`config.mk`:
```
export PLATFORM = sky130hd
export DESIGN_NAME = cirq_top
export DESIGN_NICKNAME = d
export VERILOG_FILES = /design/src/include/cirq_pkg.sv /design/src/include/cirq_bus_if.sv /design/src/logic/cirq_flags.sv /design/src/logic/cirq_rst_reg.sv /design/src/logic/cirq_top.sv
export SDC_FILE = /design/constraint.sdc
export NUM_CORES = 1
export LEC_CHECK = 0
export BUFFER_PORTS_ARGS = -buffer_cell sky130_fd_sc_hd__buf_2
export CAP_MARGIN = 20
export CORE_MARGIN = 10
export CORE_UTILIZATION = 45
export DETAILED_ROUTE_END_ITERATION = 16
export GPL_TIMING_DRIVEN = 0
export PLACE_DENSITY = 0.79
export SLEW_MARGIN = 20
export SYNTH_ARGS = -nofsm -noshare
export SYNTH_HDL_FRONTEND = slang
export SYNTH_SLANG_ARGS = --single-unit
export TNS_END_PERCENT = 100
```
`constraint.sdc`:
```
create_clock -name clk -period 1.2 [get_ports clk]
set_input_delay 0.06 -clock clk [delete_from_list [all_inputs] [get_ports clk]]
set_output_delay 0.06 -clock clk [all_outputs]
set_load 0.05 [all_outputs]
```
`src/include/cirq_pkg.sv`:
```
// package: register map, field positions and reset values of the clock irq / bus reset block
package cirq_pkg;
    // ------------------------------------------------------------
    // register offsets (byte addresses)
    // ------------------------------------------------------------
    localparam logic [7:0]  CIRQ_INT_OFS      = 8'h08;
    localparam logic [7:0]  CIRQ_RST_OFS      = 8'h0c;
    localparam logic [7:0]  CIRQ_NMI_OFS      = 8'h00;
    localparam logic [31:0] CIRQ_INT_RESET    = 32'h0000_0000;
    localparam logic [31:0] CIRQ_RST_RESET    = 32'h0000_0000;
    // ------------------------------------------------------------
    // interrupt register fields
    // ------------------------------------------------------------
    localparam int CIRQ_NFLAG        = 8;
    localparam int CIRQ_CLR_LSB      = 16;
    localparam int CIRQ_EN_LSB       = 8;
    localparam int CIRQ_NEN          = 5;
    localparam int CIRQ_NMI_EN_BIT   = 0;
    // flag positions, also index into clear strobes
    localparam int CIRQ_F_FXTAL_STUCK = 7;
    localparam int CIRQ_F_PLL_STUCK   = 6;
    localparam int CIRQ_F_SXTAL_STUCK = 5;
    localparam int CIRQ_F_PLL_STB     = 4;
    localparam int CIRQ_F_FXTAL_STB   = 3;
    localparam int CIRQ_F_FRC_STB     = 2;
    localparam int CIRQ_F_SXTAL_STB   = 1;
    localparam int CIRQ_F_SRC_STB     = 0;
    // enable positions relative to CIRQ_EN_LSB (bits 12..8)
    localparam int CIRQ_E_PLL_STB     = 4;
    localparam int CIRQ_E_FXTAL_STB   = 3;
    localparam int CIRQ_E_FRC_STB     = 2;
    localparam int CIRQ_E_SXTAL_STB   = 1;
    localparam int CIRQ_E_SRC_STB     = 0;
    // ------------------------------------------------------------
    // reset register fields
    // ------------------------------------------------------------
    localparam logic [31:0] CIRQ_RST_MASK = 32'hc030_7e03;
endpackage : cirq_pkg

```
`src/include/cirq_bus_if.sv`:
```
// interface: register port between bus decode and flag logic
`timescale 1ns/1ps
interface cirq_bus_if;
    logic        int_wr;
    logic [31:0] wdata;
    logic [7:0]  flags;
    logic [4:0]  enables;
    modport regs (output int_wr, output wdata, input flags, input enables);
    modport flag (input int_wr, input wdata, output flags, output enables);
endinterface : cirq_bus_if

```
`src/logic/cirq_flags.sv`:
```
// flag and enable bits of the clock interrupt register
`timescale 1ns/1ps
module cirq_flags
    import cirq_pkg::*;
(
    input  wire logic       clk,
    input  wire logic       nrst,
    cirq_bus_if.flag        bus,
    input  wire logic       nmi_set,
    input  wire logic [7:0] hw_event
);
    logic [7:0] flag_q, flag_d;
    logic [4:0] en_q, en_d;
    logic [7:0] set_v, clr_v;

    always_comb begin
        en_d = en_q;
        if (bus.int_wr) begin
            en_d = bus.wdata[CIRQ_EN_LSB +: CIRQ_NEN];
        end
        set_v = hw_event;
        // stabilization flags only set while the enable is on
        set_v[CIRQ_F_PLL_STB]   = hw_event[CIRQ_F_PLL_STB]   & en_q[CIRQ_E_PLL_STB];
        set_v[CIRQ_F_FXTAL_STB] = hw_event[CIRQ_F_FXTAL_STB] & en_q[CIRQ_E_FXTAL_STB];
        set_v[CIRQ_F_FRC_STB]   = hw_event[CIRQ_F_FRC_STB]   & en_q[CIRQ_E_FRC_STB];
        set_v[CIRQ_F_SXTAL_STB] = hw_event[CIRQ_F_SXTAL_STB] & en_q[CIRQ_E_SXTAL_STB];
        set_v[CIRQ_F_SRC_STB]   = hw_event[CIRQ_F_SRC_STB]   & en_q[CIRQ_E_SRC_STB];
        clr_v = bus.int_wr ? bus.wdata[CIRQ_CLR_LSB +: CIRQ_NFLAG] : 8'h00;
        clr_v[CIRQ_F_FXTAL_STUCK] = clr_v[CIRQ_F_FXTAL_STUCK] | nmi_set;
        // set beats clear so a coincident event survives
        flag_d = (flag_q & ~clr_v) | set_v;
    end

    always_ff @(posedge clk or negedge nrst) begin
        if (!nrst) begin
            flag_q <= 8'h00;
            en_q   <= 5'h00;
        end else begin
            flag_q <= flag_d;
            en_q   <= en_d;
        end
    end

    assign bus.flags   = flag_q;
    assign bus.enables = en_q;

    property p_set_wins;
        @(posedge clk) disable iff (!nrst)
        hw_event[CIRQ_F_PLL_STUCK] |=> flag_q[CIRQ_F_PLL_STUCK];
    endproperty
    a_set_wins: assert property (p_set_wins) else $error("event lost");

    property p_gate;
        @(posedge clk) disable iff (!nrst)
        (!en_q[CIRQ_E_PLL_STB] && !flag_q[CIRQ_F_PLL_STB]) |=> !flag_q[CIRQ_F_PLL_STB];
    endproperty
    a_gate: assert property (p_gate) else $error("pll stable flag set while disabled");

    property p_clear;
        @(posedge clk) disable iff (!nrst)
        (bus.int_wr && bus.wdata[CIRQ_CLR_LSB + CIRQ_F_SXTAL_STUCK]
            && !hw_event[CIRQ_F_SXTAL_STUCK]) |=> !flag_q[CIRQ_F_SXTAL_STUCK];
    endproperty
    a_clear: assert property (p_clear) else $error("slow xtal stuck flag not cleared");

    property p_nmi_clr;
        @(posedge clk) disable iff (!nrst)
        (nmi_set && !hw_event[CIRQ_F_FXTAL_STUCK]) |=> !flag_q[CIRQ_F_FXTAL_STUCK];
    endproperty
    a_nmi_clr: assert property (p_nmi_clr) else $error("nmi enable did not clear flag");

    property p_sticky;
        @(posedge clk) disable iff (!nrst)
        (flag_q[CIRQ_F_FXTAL_STUCK] && !nmi_set
            && !(bus.int_wr && bus.wdata[CIRQ_CLR_LSB + CIRQ_F_FXTAL_STUCK]))
            |=> flag_q[CIRQ_F_FXTAL_STUCK];
    endproperty
    a_sticky: assert property (p_sticky) else $error("flag dropped without clear");
endmodule : cirq_flags

```
`src/logic/cirq_rst_reg.sv`:
```
// peripheral bus reset register with reserved bits held at zero
`timescale 1ns/1ps
module cirq_rst_reg
    import cirq_pkg::*;
(
    input  wire logic        clk,
    input  wire logic        nrst,
    input  wire logic        wr,
    input  wire logic [31:0] wdata,
    output logic      [31:0] value
);
    logic [31:0] rst_q, rst_d;

    always_comb begin
        rst_d = rst_q;
        // reserved fields kept at zero whatever software writes
        if (wr) begin
            rst_d = wdata & CIRQ_RST_MASK;
        end
    end

    always_ff @(posedge clk or negedge nrst) begin
        if (!nrst) begin
            rst_q <= CIRQ_RST_RESET;
        end else begin
            rst_q <= rst_d;
        end
    end

    assign value = rst_q;

    property p_rsvd;
        @(posedge clk) disable iff (!nrst)
        (rst_q & ~CIRQ_RST_MASK) == 32'h0000_0000;
    endproperty
    a_rsvd: assert property (p_rsvd) else $error("reserved reset bit set");

    property p_write;
        @(posedge clk) disable iff (!nrst)
        wr |=> rst_q == ($past(wdata) & CIRQ_RST_MASK);
    endproperty
    a_write: assert property (p_write) else $error("reset register write lost");
endmodule : cirq_rst_reg

```
`src/logic/cirq_top.sv`:
```
// top: register port, clock interrupt flags and peripheral reset lines
//
// The strobed register port was decided locally.
`timescale 1ns/1ps
// Operation
// - bits 12:8 enable five stabilization interrupts
// - fast crystal stops sets stuck flag bit7
// - stuck clear bit clears fast crystal flag
// - clock monitor nmi enable also clears it
// - pll stops sets bit6, clear bit clears
// - slow crystal stops sets bit5, clearable
// - pll stable sets bit4 only if enabled
// - fast crystal stable sets bit3 if enabled
// - fast rc stable sets bit2 if enabled
// - slow crystal stable sets bit1 if enabled
// - slow rc stable sets bit0 if enabled
// - reset register at 0x0c resets zero
// - reset bits read-write; can and comparator
// - bits 21,20,13,11 reset advanced timers
// - bits 10,9 reset the adc blocks
// - bit14 resets usart, bit12 resets spi
// - bits 23:16 write-one flag clears
// - bit0 resets system configuration block
module cirq_top
    import cirq_pkg::*;
(
    input  wire logic        clk,
    input  wire logic        nrst,
    input  wire logic [7:0]  addr,
    input  wire logic [31:0] wdata,
    input  wire logic        wr_en,
    input  wire logic        rd_en,
    output logic      [31:0] rdata,
    input  wire logic        fast_xtal_stuck,
    input  wire logic        pll_stuck,
    input  wire logic        slow_xtal_stuck,
    input  wire logic        pll_stable,
    input  wire logic        fast_crystal_osc_stable,
    input  wire logic        fast_internal_rc_stable,
    input  wire logic        slow_crystal_osc_stable,
    input  wire logic        slow_internal_rc_stable,
    output logic             clock_irq,
    output logic             clock_monitor_nmi_en,
    output logic             can_b_reset,
    output logic             can_a_reset,
    output logic             adv_timer_d_reset,
    output logic             adv_timer_c_reset,
    output logic             usart_a_reset,
    output logic             adv_timer_b_reset,
    output logic             spi_a_reset,
    output logic             adv_timer_a_reset,
    output logic             adc_b_reset,
    output logic             adc_a_reset,
    output logic             comparator_reset,
    output logic             sysconfig_reset
);
    // ------------------------------------------------------------
    // decode
    // ------------------------------------------------------------
    function automatic logic hit(input logic [7:0] a, input logic [7:0] ofs);
        hit = (a == ofs);
    endfunction : hit

    cirq_bus_if bif ();
    logic [31:0] rst_val;
    logic        rst_wr;
    logic        nmi_q, nmi_d;
    logic [31:0] rdata_q, rdata_d;
    logic        irq_q, irq_d;
    logic [7:0]  hw_event;

    assign bif.int_wr = wr_en && hit(addr, CIRQ_INT_OFS);
    assign bif.wdata  = wdata;
    assign rst_wr     = wr_en && hit(addr, CIRQ_RST_OFS);

    always_comb begin
        hw_event = 8'h00;
        hw_event[CIRQ_F_FXTAL_STUCK] = fast_xtal_stuck;
        hw_event[CIRQ_F_PLL_STUCK]   = pll_stuck;
        hw_event[CIRQ_F_SXTAL_STUCK] = slow_xtal_stuck;
        hw_event[CIRQ_F_PLL_STB]     = pll_stable;
        hw_event[CIRQ_F_FXTAL_STB]   = fast_crystal_osc_stable;
        hw_event[CIRQ_F_FRC_STB]     = fast_internal_rc_stable;
        hw_event[CIRQ_F_SXTAL_STB]   = slow_crystal_osc_stable;
        hw_event[CIRQ_F_SRC_STB]     = slow_internal_rc_stable;
    end

    cirq_flags u_flags (
        .clk      (clk),
        .nrst     (nrst),
        .bus      (bif.flag),
        .nmi_set  (nmi_d & ~nmi_q),
        .hw_event (hw_event)
    );

    cirq_rst_reg u_rst (
        .clk   (clk),
        .nrst  (nrst),
        .wr    (rst_wr),
        .wdata (wdata),
        .value (rst_val)
    );

    // ------------------------------------------------------------
    // nmi enable, read mux and irq
    // ------------------------------------------------------------
    always_comb begin
        nmi_d = nmi_q;
        if (wr_en && hit(addr, CIRQ_NMI_OFS)) begin
            nmi_d = wdata[CIRQ_NMI_EN_BIT];
        end
        rdata_d = 32'h0000_0000;
        if (rd_en) begin
            // unmapped addresses read zero, clear strobes read zero
            case (1'b1)
                hit(addr, CIRQ_INT_OFS): begin
                    rdata_d[CIRQ_EN_LSB +: CIRQ_NEN] = bif.enables;
                    rdata_d[CIRQ_NFLAG-1:0]          = bif.flags;
                end
                hit(addr, CIRQ_RST_OFS): rdata_d = rst_val;
                hit(addr, CIRQ_NMI_OFS): rdata_d[CIRQ_NMI_EN_BIT] = nmi_q;
                default:                 rdata_d = 32'h0000_0000;
            endcase
        end
        irq_d = |bif.flags;
    end

    always_ff @(posedge clk or negedge nrst) begin
        if (!nrst) begin
            nmi_q   <= 1'b0;
            rdata_q <= 32'h0000_0000;
            irq_q   <= 1'b0;
        end else begin
            nmi_q   <= nmi_d;
            rdata_q <= rdata_d;
            irq_q   <= irq_d;
        end
    end

    assign rdata                = rdata_q;
    assign clock_irq            = irq_q;
    assign clock_monitor_nmi_en = nmi_q;
    assign can_b_reset          = rst_val[31];
    assign can_a_reset          = rst_val[30];
    assign adv_timer_d_reset    = rst_val[21];
    assign adv_timer_c_reset    = rst_val[20];
    assign usart_a_reset        = rst_val[14];
    assign adv_timer_b_reset    = rst_val[13];
    assign spi_a_reset          = rst_val[12];
    assign adv_timer_a_reset    = rst_val[11];
    assign adc_b_reset          = rst_val[10];
    assign adc_a_reset          = rst_val[9];
    assign comparator_reset     = rst_val[1];
    assign sysconfig_reset      = rst_val[0];

    property p_irq;
        @(posedge clk) disable iff (!nrst)
        (|bif.flags) |=> clock_irq;
    endproperty
    a_irq: assert property (p_irq) else $error("irq missing with flag set");

    property p_stuck_set;
        @(posedge clk) disable iff (!nrst)
        fast_xtal_stuck |=> ##1 clock_irq;
    endproperty
    a_stuck_set: assert property (p_stuck_set) else $error("stuck event gave no irq");

    property p_can;
        @(posedge clk) disable iff (!nrst)
        (rst_wr && wdata[31]) |=> can_b_reset;
    endproperty
    a_can: assert property (p_can) else $error("can reset not held");

    property p_readback;
        @(posedge clk) disable iff (!nrst)
        (rd_en && hit(addr, CIRQ_RST_OFS)) |=> rdata == $past(rst_val);
    endproperty
    a_readback: assert property (p_readback) else $error("reset register readback wrong");

    // ------------------------------------------------------------
    // per-field checks on flags, enables and reset lines
    // ------------------------------------------------------------
    property p_en_write;
        @(posedge clk) disable iff (!nrst)
        bif.int_wr |=> bif.enables == $past(wdata[CIRQ_EN_LSB +: CIRQ_NEN]);
    endproperty
    a_en_write: assert property (p_en_write) else $error("enable bits not written");

    property p_int_read;
        @(posedge clk) disable iff (!nrst)
        (rd_en && hit(addr, CIRQ_INT_OFS))
            |=> rdata == {19'h0, $past(bif.enables), $past(bif.flags)};
    endproperty
    a_int_read: assert property (p_int_read) else $error("interrupt readback wrong");

    property p_fx_stuck_set;
        @(posedge clk) disable iff (!nrst)
        fast_xtal_stuck |=> bif.flags[CIRQ_F_FXTAL_STUCK];
    endproperty
    a_fx_stuck_set: assert property (p_fx_stuck_set) else $error("fast stuck not set");

    property p_fx_stuck_clr;
        @(posedge clk) disable iff (!nrst)
        (bif.int_wr && wdata[CIRQ_CLR_LSB + CIRQ_F_FXTAL_STUCK] && !fast_xtal_stuck)
            |=> !bif.flags[CIRQ_F_FXTAL_STUCK];
    endproperty
    a_fx_stuck_clr: assert property (p_fx_stuck_clr) else $error("fast stuck not cleared");

    property p_pll_stuck_clr;
        @(posedge clk) disable iff (!nrst)
        (bif.int_wr && wdata[CIRQ_CLR_LSB + CIRQ_F_PLL_STUCK] && !pll_stuck)
            |=> !bif.flags[CIRQ_F_PLL_STUCK];
    endproperty
    a_pll_stuck_clr: assert property (p_pll_stuck_clr) else $error("pll stuck not cleared");

    property p_sx_stuck_set;
        @(posedge clk) disable iff (!nrst)
        slow_xtal_stuck |=> bif.flags[CIRQ_F_SXTAL_STUCK];
    endproperty
    a_sx_stuck_set: assert property (p_sx_stuck_set) else $error("slow stuck not set");

    property p_pll_stb_set;
        @(posedge clk) disable iff (!nrst)
        (pll_stable && bif.enables[CIRQ_E_PLL_STB]) |=> bif.flags[CIRQ_F_PLL_STB];
    endproperty
    a_pll_stb_set: assert property (p_pll_stb_set) else $error("pll stable not set");

    property p_fx_stb_set;
        @(posedge clk) disable iff (!nrst)
        (fast_crystal_osc_stable && bif.enables[CIRQ_E_FXTAL_STB]) |=> bif.flags[CIRQ_F_FXTAL_STB];
    endproperty
    a_fx_stb_set: assert property (p_fx_stb_set) else $error("fast xtal stable not set");

    property p_fx_stb_gate;
        @(posedge clk) disable iff (!nrst)
        (!bif.enables[CIRQ_E_FXTAL_STB] && !bif.flags[CIRQ_F_FXTAL_STB])
            |=> !bif.flags[CIRQ_F_FXTAL_STB];
    endproperty
    a_fx_stb_gate: assert property (p_fx_stb_gate) else $error("fast xtal flag ungated");

    property p_frc_set;
        @(posedge clk) disable iff (!nrst)
        (fast_internal_rc_stable && bif.enables[CIRQ_E_FRC_STB]) |=> bif.flags[CIRQ_F_FRC_STB];
    endproperty
    a_frc_set: assert property (p_frc_set) else $error("fast rc stable not set");

    property p_frc_gate;
        @(posedge clk) disable iff (!nrst)
        (!bif.enables[CIRQ_E_FRC_STB] && !bif.flags[CIRQ_F_FRC_STB])
            |=> !bif.flags[CIRQ_F_FRC_STB];
    endproperty
    a_frc_gate: assert property (p_frc_gate) else $error("fast rc flag ungated");

    property p_sx_stb_set;
        @(posedge clk) disable iff (!nrst)
        (slow_crystal_osc_stable && bif.enables[CIRQ_E_SXTAL_STB]) |=> bif.flags[CIRQ_F_SXTAL_STB];
    endproperty
    a_sx_stb_set: assert property (p_sx_stb_set) else $error("slow xtal stable not set");

    property p_sx_stb_gate;
        @(posedge clk) disable iff (!nrst)
        (!bif.enables[CIRQ_E_SXTAL_STB] && !bif.flags[CIRQ_F_SXTAL_STB])
            |=> !bif.flags[CIRQ_F_SXTAL_STB];
    endproperty
    a_sx_stb_gate: assert property (p_sx_stb_gate) else $error("slow xtal flag ungated");

    property p_src_set;
        @(posedge clk) disable iff (!nrst)
        (slow_internal_rc_stable && bif.enables[CIRQ_E_SRC_STB]) |=> bif.flags[CIRQ_F_SRC_STB];
    endproperty
    a_src_set: assert property (p_src_set) else $error("slow rc stable not set");

    property p_src_gate;
        @(posedge clk) disable iff (!nrst)
        (!bif.enables[CIRQ_E_SRC_STB] && !bif.flags[CIRQ_F_SRC_STB])
            |=> !bif.flags[CIRQ_F_SRC_STB];
    endproperty
    a_src_gate: assert property (p_src_gate) else $error("slow rc flag ungated");

    property p_timers;
        @(posedge clk) disable iff (!nrst)
        rst_wr |=> {adv_timer_d_reset, adv_timer_c_reset, adv_timer_b_reset, adv_timer_a_reset}
            == {$past(wdata[21]), $past(wdata[20]), $past(wdata[13]), $past(wdata[11])};
    endproperty
    a_timers: assert property (p_timers) else $error("timer reset lines wrong");

    property p_adc;
        @(posedge clk) disable iff (!nrst)
        rst_wr |=> {adc_b_reset, adc_a_reset} == $past(wdata[10:9]);
    endproperty
    a_adc: assert property (p_adc) else $error("adc reset lines wrong");

    property p_usart_spi;
        @(posedge clk) disable iff (!nrst)
        rst_wr |=> {usart_a_reset, spi_a_reset} == {$past(wdata[14]), $past(wdata[12])};
    endproperty
    a_usart_spi: assert property (p_usart_spi) else $error("usart or spi reset wrong");

    property p_cfg_cmp;
        @(posedge clk) disable iff (!nrst)
        rst_wr |=> {comparator_reset, sysconfig_reset} == $past(wdata[1:0]);
    endproperty
    a_cfg_cmp: assert property (p_cfg_cmp) else $error("config or cmp reset wrong");

    property p_rst_hold;
        @(posedge clk) disable iff (!nrst)
        !rst_wr |=> $stable(rst_val);
    endproperty
    a_rst_hold: assert property (p_rst_hold) else $error("reset register changed");

    property p_stb_clr;
        @(posedge clk) disable iff (!nrst)
        (bif.int_wr && wdata[CIRQ_CLR_LSB + CIRQ_F_PLL_STB]
            && !(pll_stable && bif.enables[CIRQ_E_PLL_STB])) |=> !bif.flags[CIRQ_F_PLL_STB];
    endproperty
    a_stb_clr: assert property (p_stb_clr) else $error("pll stable not cleared");

    property p_irq_low;
        @(posedge clk) disable iff (!nrst)
        !(|bif.flags) |=> !clock_irq;
    endproperty
    a_irq_low: assert property (p_irq_low) else $error("irq without flag");

    property p_nmi_out;
        @(posedge clk) disable iff (!nrst)
        (wr_en && hit(addr, CIRQ_NMI_OFS))
            |=> clock_monitor_nmi_en == $past(wdata[CIRQ_NMI_EN_BIT]);
    endproperty
    a_nmi_out: assert property (p_nmi_out) else $error("nmi enable not written");
endmodule : cirq_top

```
# Yosys cells after proc, flatten, opt, wreduce, memory -nomap -nowiden
# Index checks and enable logic that the tools add are counted.
dict set report word_totals {
  ram_bits 0
  input_bits 52
  n_memories 0
  ff_bits 59
  wordCells 34
  mem_bits_ro 0
  latchBits 0
  output_inout_bits 46
}
dict set report classes {
  n_div 0
  n_mul 0
  shifts 0
  n_reduce_logical 5
  addsub 0
  order_cmp 0
  bitwise 11
  muxes 10
  n_eq_ne 2
}
# cell count
set op_table {}
lappend op_table {{$mux W19} 2}
lappend op_table {{$mux W32} 1}
lappend op_table {{$mux W12} 2}
lappend op_table {{$eq A8 B4 Y1 const B} 2}
lappend op_table {{$and A8 B8 Y8} 1}
lappend op_table {{$logic_not A8 Y1} 1}
lappend op_table {{$mux W8} 1}
lappend op_table {{$not A8 Y8} 1}
lappend op_table {{$or A8 B8 Y8} 1}
lappend op_table {{$reduce_or A8 Y1} 1}
lappend op_table {{$and A1 B1 Y1} 6}
lappend op_table {{$mux W1} 4}
lappend op_table {{$logic_and A1 B1 Y1} 3}
lappend op_table {{$not A1 Y1} 1}
lappend op_table {{$or A1 B1 Y1} 1}

# Depth between registers and ports, before layout
dict set report logic_depth {
  ltp_word 8
  depth_mapped 4
  ltp_nobuf 3
}

# Hierarchy
# Synthesis repeated with hierarchy kept, for this count alone.
dict set report unflattened {
  cells_unflattened 185
  hier_area_um2 2424.8
}
# mod n_inst area_per_inst_um2 seq_area_each_um2 cells_per_inst
set by_module_without_submodules {}
lappend by_module_without_submodules {cirq_top 1 1292.5 850.8 103}
lappend by_module_without_submodules {cirq_rst_reg 1 638.1 300.3 46}
lappend by_module_without_submodules {cirq_flags 1 494.2 325.3 36}

# Worst setup path before layout
# OpenSTA, ideal clock, no wires.
dict set report synth_timing {
  path_type {input -> register}
  startpoint {input addr[7]}
  endpoint {register rdata_q[3] (netlist: rdata[3])}
  path_stages 4
  required_time_ps 1134
  arrival_time_ps 1176
  path_slack_ps -42
  path_buffers 1
  setup_ps 66
  path_cell_list {or4_4 > nor4b_4 > buf_6 > and2_1}
}
dict set report synth_between {
  elab_chain_len 3
}
# item line
set synth_rtl {}
lappend synth_rtl {{start, declared} cirq_top.sv:29} ;# input wire logic [7:0] addr,
lappend synth_rtl {{$eq A8 B4 Y1} cirq_top.sv:61} ;# hit = (a == ofs);
lappend synth_rtl {{$mux W12} cirq_top.sv:115} ;# case (1'b1)
lappend synth_rtl {{$mux W32} cirq_top.sv:113} ;# if (rd_en) begin
lappend synth_rtl {{named net rdata_d[3]} cirq_top.sv:68} ;# logic [31:0] rdata_q, rdata_d;
lappend synth_rtl {{end signal, assigned} cirq_top.sv:135} ;# rdata_q <= rdata_d;
lappend synth_rtl {{end, declared} cirq_top.sv:68}
# The timed path passes the listed nets, and every way through them passes these cells.
# A chain may end at the register's enable or synchronous reset.

# Worst setup path in the final report
dict set report layout_timing {
  startpoint {input addr[6]}
  endpoint {register u_flags.flag_q[4] (netlist: u_flags.bus.flags[4])}
}
dict set report layout_between {
  elab_chain_len 6
}
# item line
set layout_rtl {}
lappend layout_rtl {{$eq A8 B4 Y1} cirq_top.sv:61}
lappend layout_rtl {{$logic_and A1 B1 Y1} cirq_top.sv:72} ;# assign bif.int_wr = wr_en && hit(addr, CIRQ_INT_OFS);
lappend layout_rtl {{$mux W8} cirq_flags.sv:28} ;# clr_v = bus.int_wr ? bus.wdata[CIRQ_CLR_LSB +: CIRQ_NFLAG] : 8'h00;
lappend layout_rtl {{$not A8 Y8} cirq_flags.sv:31} ;# flag_d = (flag_q & ~clr_v) | set_v;
lappend layout_rtl {{$and A8 B8 Y8} cirq_flags.sv:31}
lappend layout_rtl {{$or A8 B8 Y8} cirq_flags.sv:31}
lappend layout_rtl {{named net u_flags.flag_d[4]} cirq_flags.sv:12} ;# logic [7:0] flag_q, flag_d;
lappend layout_rtl {{end signal, assigned} cirq_flags.sv:39} ;# flag_q <= flag_d;
lappend layout_rtl {{end, declared} cirq_flags.sv:12}
# The timed path passes the listed nets, and every way through them passes these cells.

==> results.md <==
- Run status: finished, final reports clean
- Syn-to-layout area delta: 36.9%
- Skew-Pair Late Insertion Delay: 280 ps
- Cell Area, Synth: 0.00193 mm^2
- Number of DRC markers in iteration 0: 55
- Port Buffer Count: 70
- Worst setup EP type: register
- Initial core utilization: 47.5%
- HP Class: input port to register
- FMAX: 848 MHz
- CP Cell Sequence: buf_2 -> nor4_4 -> nand4b_1 -> buf_6 -> a221o_1
- Worst vdd ir: 0.487 mV
- Reg2Reg Setup Slack: 150 ps
- Crit path depth: 5
- Prevailing post-synth register cell: dfrtp_1
- Clock sinks: 46
- Die ar.: 0.00730 mm^2
- First-pass GRT wire length: 7.56 mm
- CTS Buf Count: 5
- Vias in the first global route: 1541
- Skew final: 3.00 ps
- Gp weighted congestion: 0.759
- Int Power: 0.00213 W
- Crit Path Max Fanout: 10
- First-pass detailed-route iteration total: 4
- CP Class: input port to register
- Hold Path Depth: 2
- Largest net degree at the start of global routing: 47
- Number of synthesized flops with an enable pin: 0
- Vias: 1414
- Crit-path slowest cell: nor4_4
- WHS: 8.07 ps
- Worst EP arrival: 1340 ps
- Post-Route WL: 4.69 mm
- Core ar.: 0.00406 mm^2
- CTS tree: done
- Power Dens Cells: 1090 mW/mm^2
- Overflow after GRT: 0
- Initial antenna violation count: 0
- Critical path's largest stage delay: 350 ps
- Crit path time final: 1180 ps
- Net Sw Power: 0.000744 W
- Row count: 23
- Register bit total from synthesis: 46
- H-Tree Level Count: 2
- Fin nets: 296
- Final Max Slew Viols: 0
- Final core occ: 65.0%
- Top delay family on crit path: simple AND/OR/NAND/NOR gates
- CTS Buffer Depth: 2
- Leak pwr: 1.42 nW
- Cell count after synthesis: 140
- Die width: 85.4 um
- Hpwl dp: 3.58 mm
- Gate power share: 15.0%
- Die H: 85.4 um
- Root buffer cell: clkbuf_8
- IO Count: 98
- CP Launch Type: input port
- Final Hold Fails: 0
- Sw frac: 25.8%
- Clock transition at path regs: 70 ps
- Total global-route track usage: 12.7%
- Final antenna-violating net count: 0
- Seq/Total Area, Yosys: 59.8%
- Max-Cap Viols: 0
- Critical Path RT: 1360 ps
- Final cycle utilization of the critical path: 98.3%
- CP Buf/Inv Count: 2
- FF-to-FF path depth: 3
- Drt drc: 0
- Clk network pwr share: 29.4%
- DR vias/cell: 4.79
- Fraction of layout cells with a size suffix above 1: 43.4%
- Synthesized area per cell: 13.8 um^2
- # setup viols final: 0
- Seq pwr share: 55.7%
- Worst Tran Pin Value: 563 ps
- Avg WL per Cell: 15.9 um
- Ys async rst share: 100%
- Yosys warns: 0
- Cell variety after synth: 32
- Slew HR: 62.5%
-- through the flow --
| stage | TNS [ps] | setup WS, ps | cells | power (W) | cell area [um^2] |
|---|---|---|---|---|---|
| 5_1_grt | -19.5 | -9.07 | 294 | 0.00303 | 2630 |
| 6_report | 0 | 20.9 | 295 | 0.00288 | 2640 |
| 3_3_place_gp | -9790 | -300 | 272 | 0.00202 | 2410 |
| 2_1_floorplan | -164 | -16.4 | 152 | 0.00189 | 2000 |
| 3_5_place_dp | -10050 | -318 | 272 | 0.00203 | 2410 |
| 4_1_cts | 0 | 3.29 | 288 | 0.00290 | 2570 |
-- cell usage after synthesis, types with 2 or more instances --
cell type / n / area share, %
buf_2: 2 / 0.52
o22a_1: 2 / 0.91
nor3b_1: 2 / 0.78
a22o_1: 4 / 1.8
nor2b_1: 5 / 1.6
a221o_1: 5 / 2.6
nor2_1: 4 / 0.78
nand2_1: 3 / 0.58
and2_1: 13 / 4.2
nand3_1: 2 / 0.52
mux2_1: 18 / 11
buf_4: 13 / 5.1
nand2b_1: 2 / 0.65
nor4_1: 2 / 0.65
dfrtp_1: 46 / 60
-- logic make-up after synthesis --
logic type             share of synthesized area, %
DFF                                            59.8
and+or+nand+nor                                15.6
muxes                                          11.6
buffers and inverters                          6.37
AOI/OAI and AO/OA                              6.43
other                                         0.195
-- registers in the layout (all words and copies together), names as in the netlist --
| register | cells |
|---|---|
| rdata | 19 |
| u_flags.bus.enables | 5 |
| clock_irq | 1 |
| clock_monitor_nmi_en | 1 |
| u_flags.bus.flags | 8 |
| u_rst.value | 12 |
-- final timing paths --
kind | from | to
setup / recovery | addr[6] | u_flags.bus.flags[4]
hold / removal | wdata[10] | u_rst.value[10]
setup reg to reg | u_flags.bus.flags[0] | rdata[0]
hold reg to reg | u_rst.value[31] | rdata[31]
max in group asynchronous | nrst | u_rst.value[0]
min in group asynchronous | nrst | u_flags.bus.enables[2]
-- cell type report --
class | count | area (um^2)
fill | 320 | 1420
sequential | 46 | 1150
multi-input combinational | 89 | 711
timing repair buffer | 85 | 497
buffer | 17 | 135
clock buffer | 7 | 76.3
tap | 50 | 62.6
antenna | 1 | 2.50
-- power groups by stage --
stage / clock [W] / sequential (W) / combinational, W
2_1_floorplan: 0 / 0.00170 / 0.000186
3_3_place_gp: 0 / 0.00163 / 0.000395
3_5_place_dp: 0 / 0.00163 / 0.000401
4_1_cts: 0.000880 / 0.00160 / 0.000423
5_1_grt: 0.000958 / 0.00161 / 0.000463
6_report: 0.000846 / 0.00160 / 0.000431
-- what timing repair did --
| item | in CTS | in global routing |
|---|---|---|
| resized for setup | 0 | 2 |
| setup buffers | 1 | 4 |
| hold endpoints to repair | 55 | 47 |
| hold buffers | 8 | 2 |
| setup endpoints to repair | 2 | 14 |
| pin swaps | 1 | 3 |
-- metal layers --
layer  part of all wire (%)  global-route usage (%)
met3                    7.4                    6.02
met1                     43                    15.1
met4                   0.81                    4.94
met2                     49                    19.6
met5                      0                       0
-- cells in the final DEF (no fill, tap or decap), drive strengths merged, types with 4 or more instances in the layout --
cell type    count
and2            13
nor2b            5
nor2             4
conb            13
a22o             4
buf             91
mux2            19
dlygate4sd3     10
a221o            5
clkbuf           8
dfrtp           46
(Power assumes the default switching activity.)
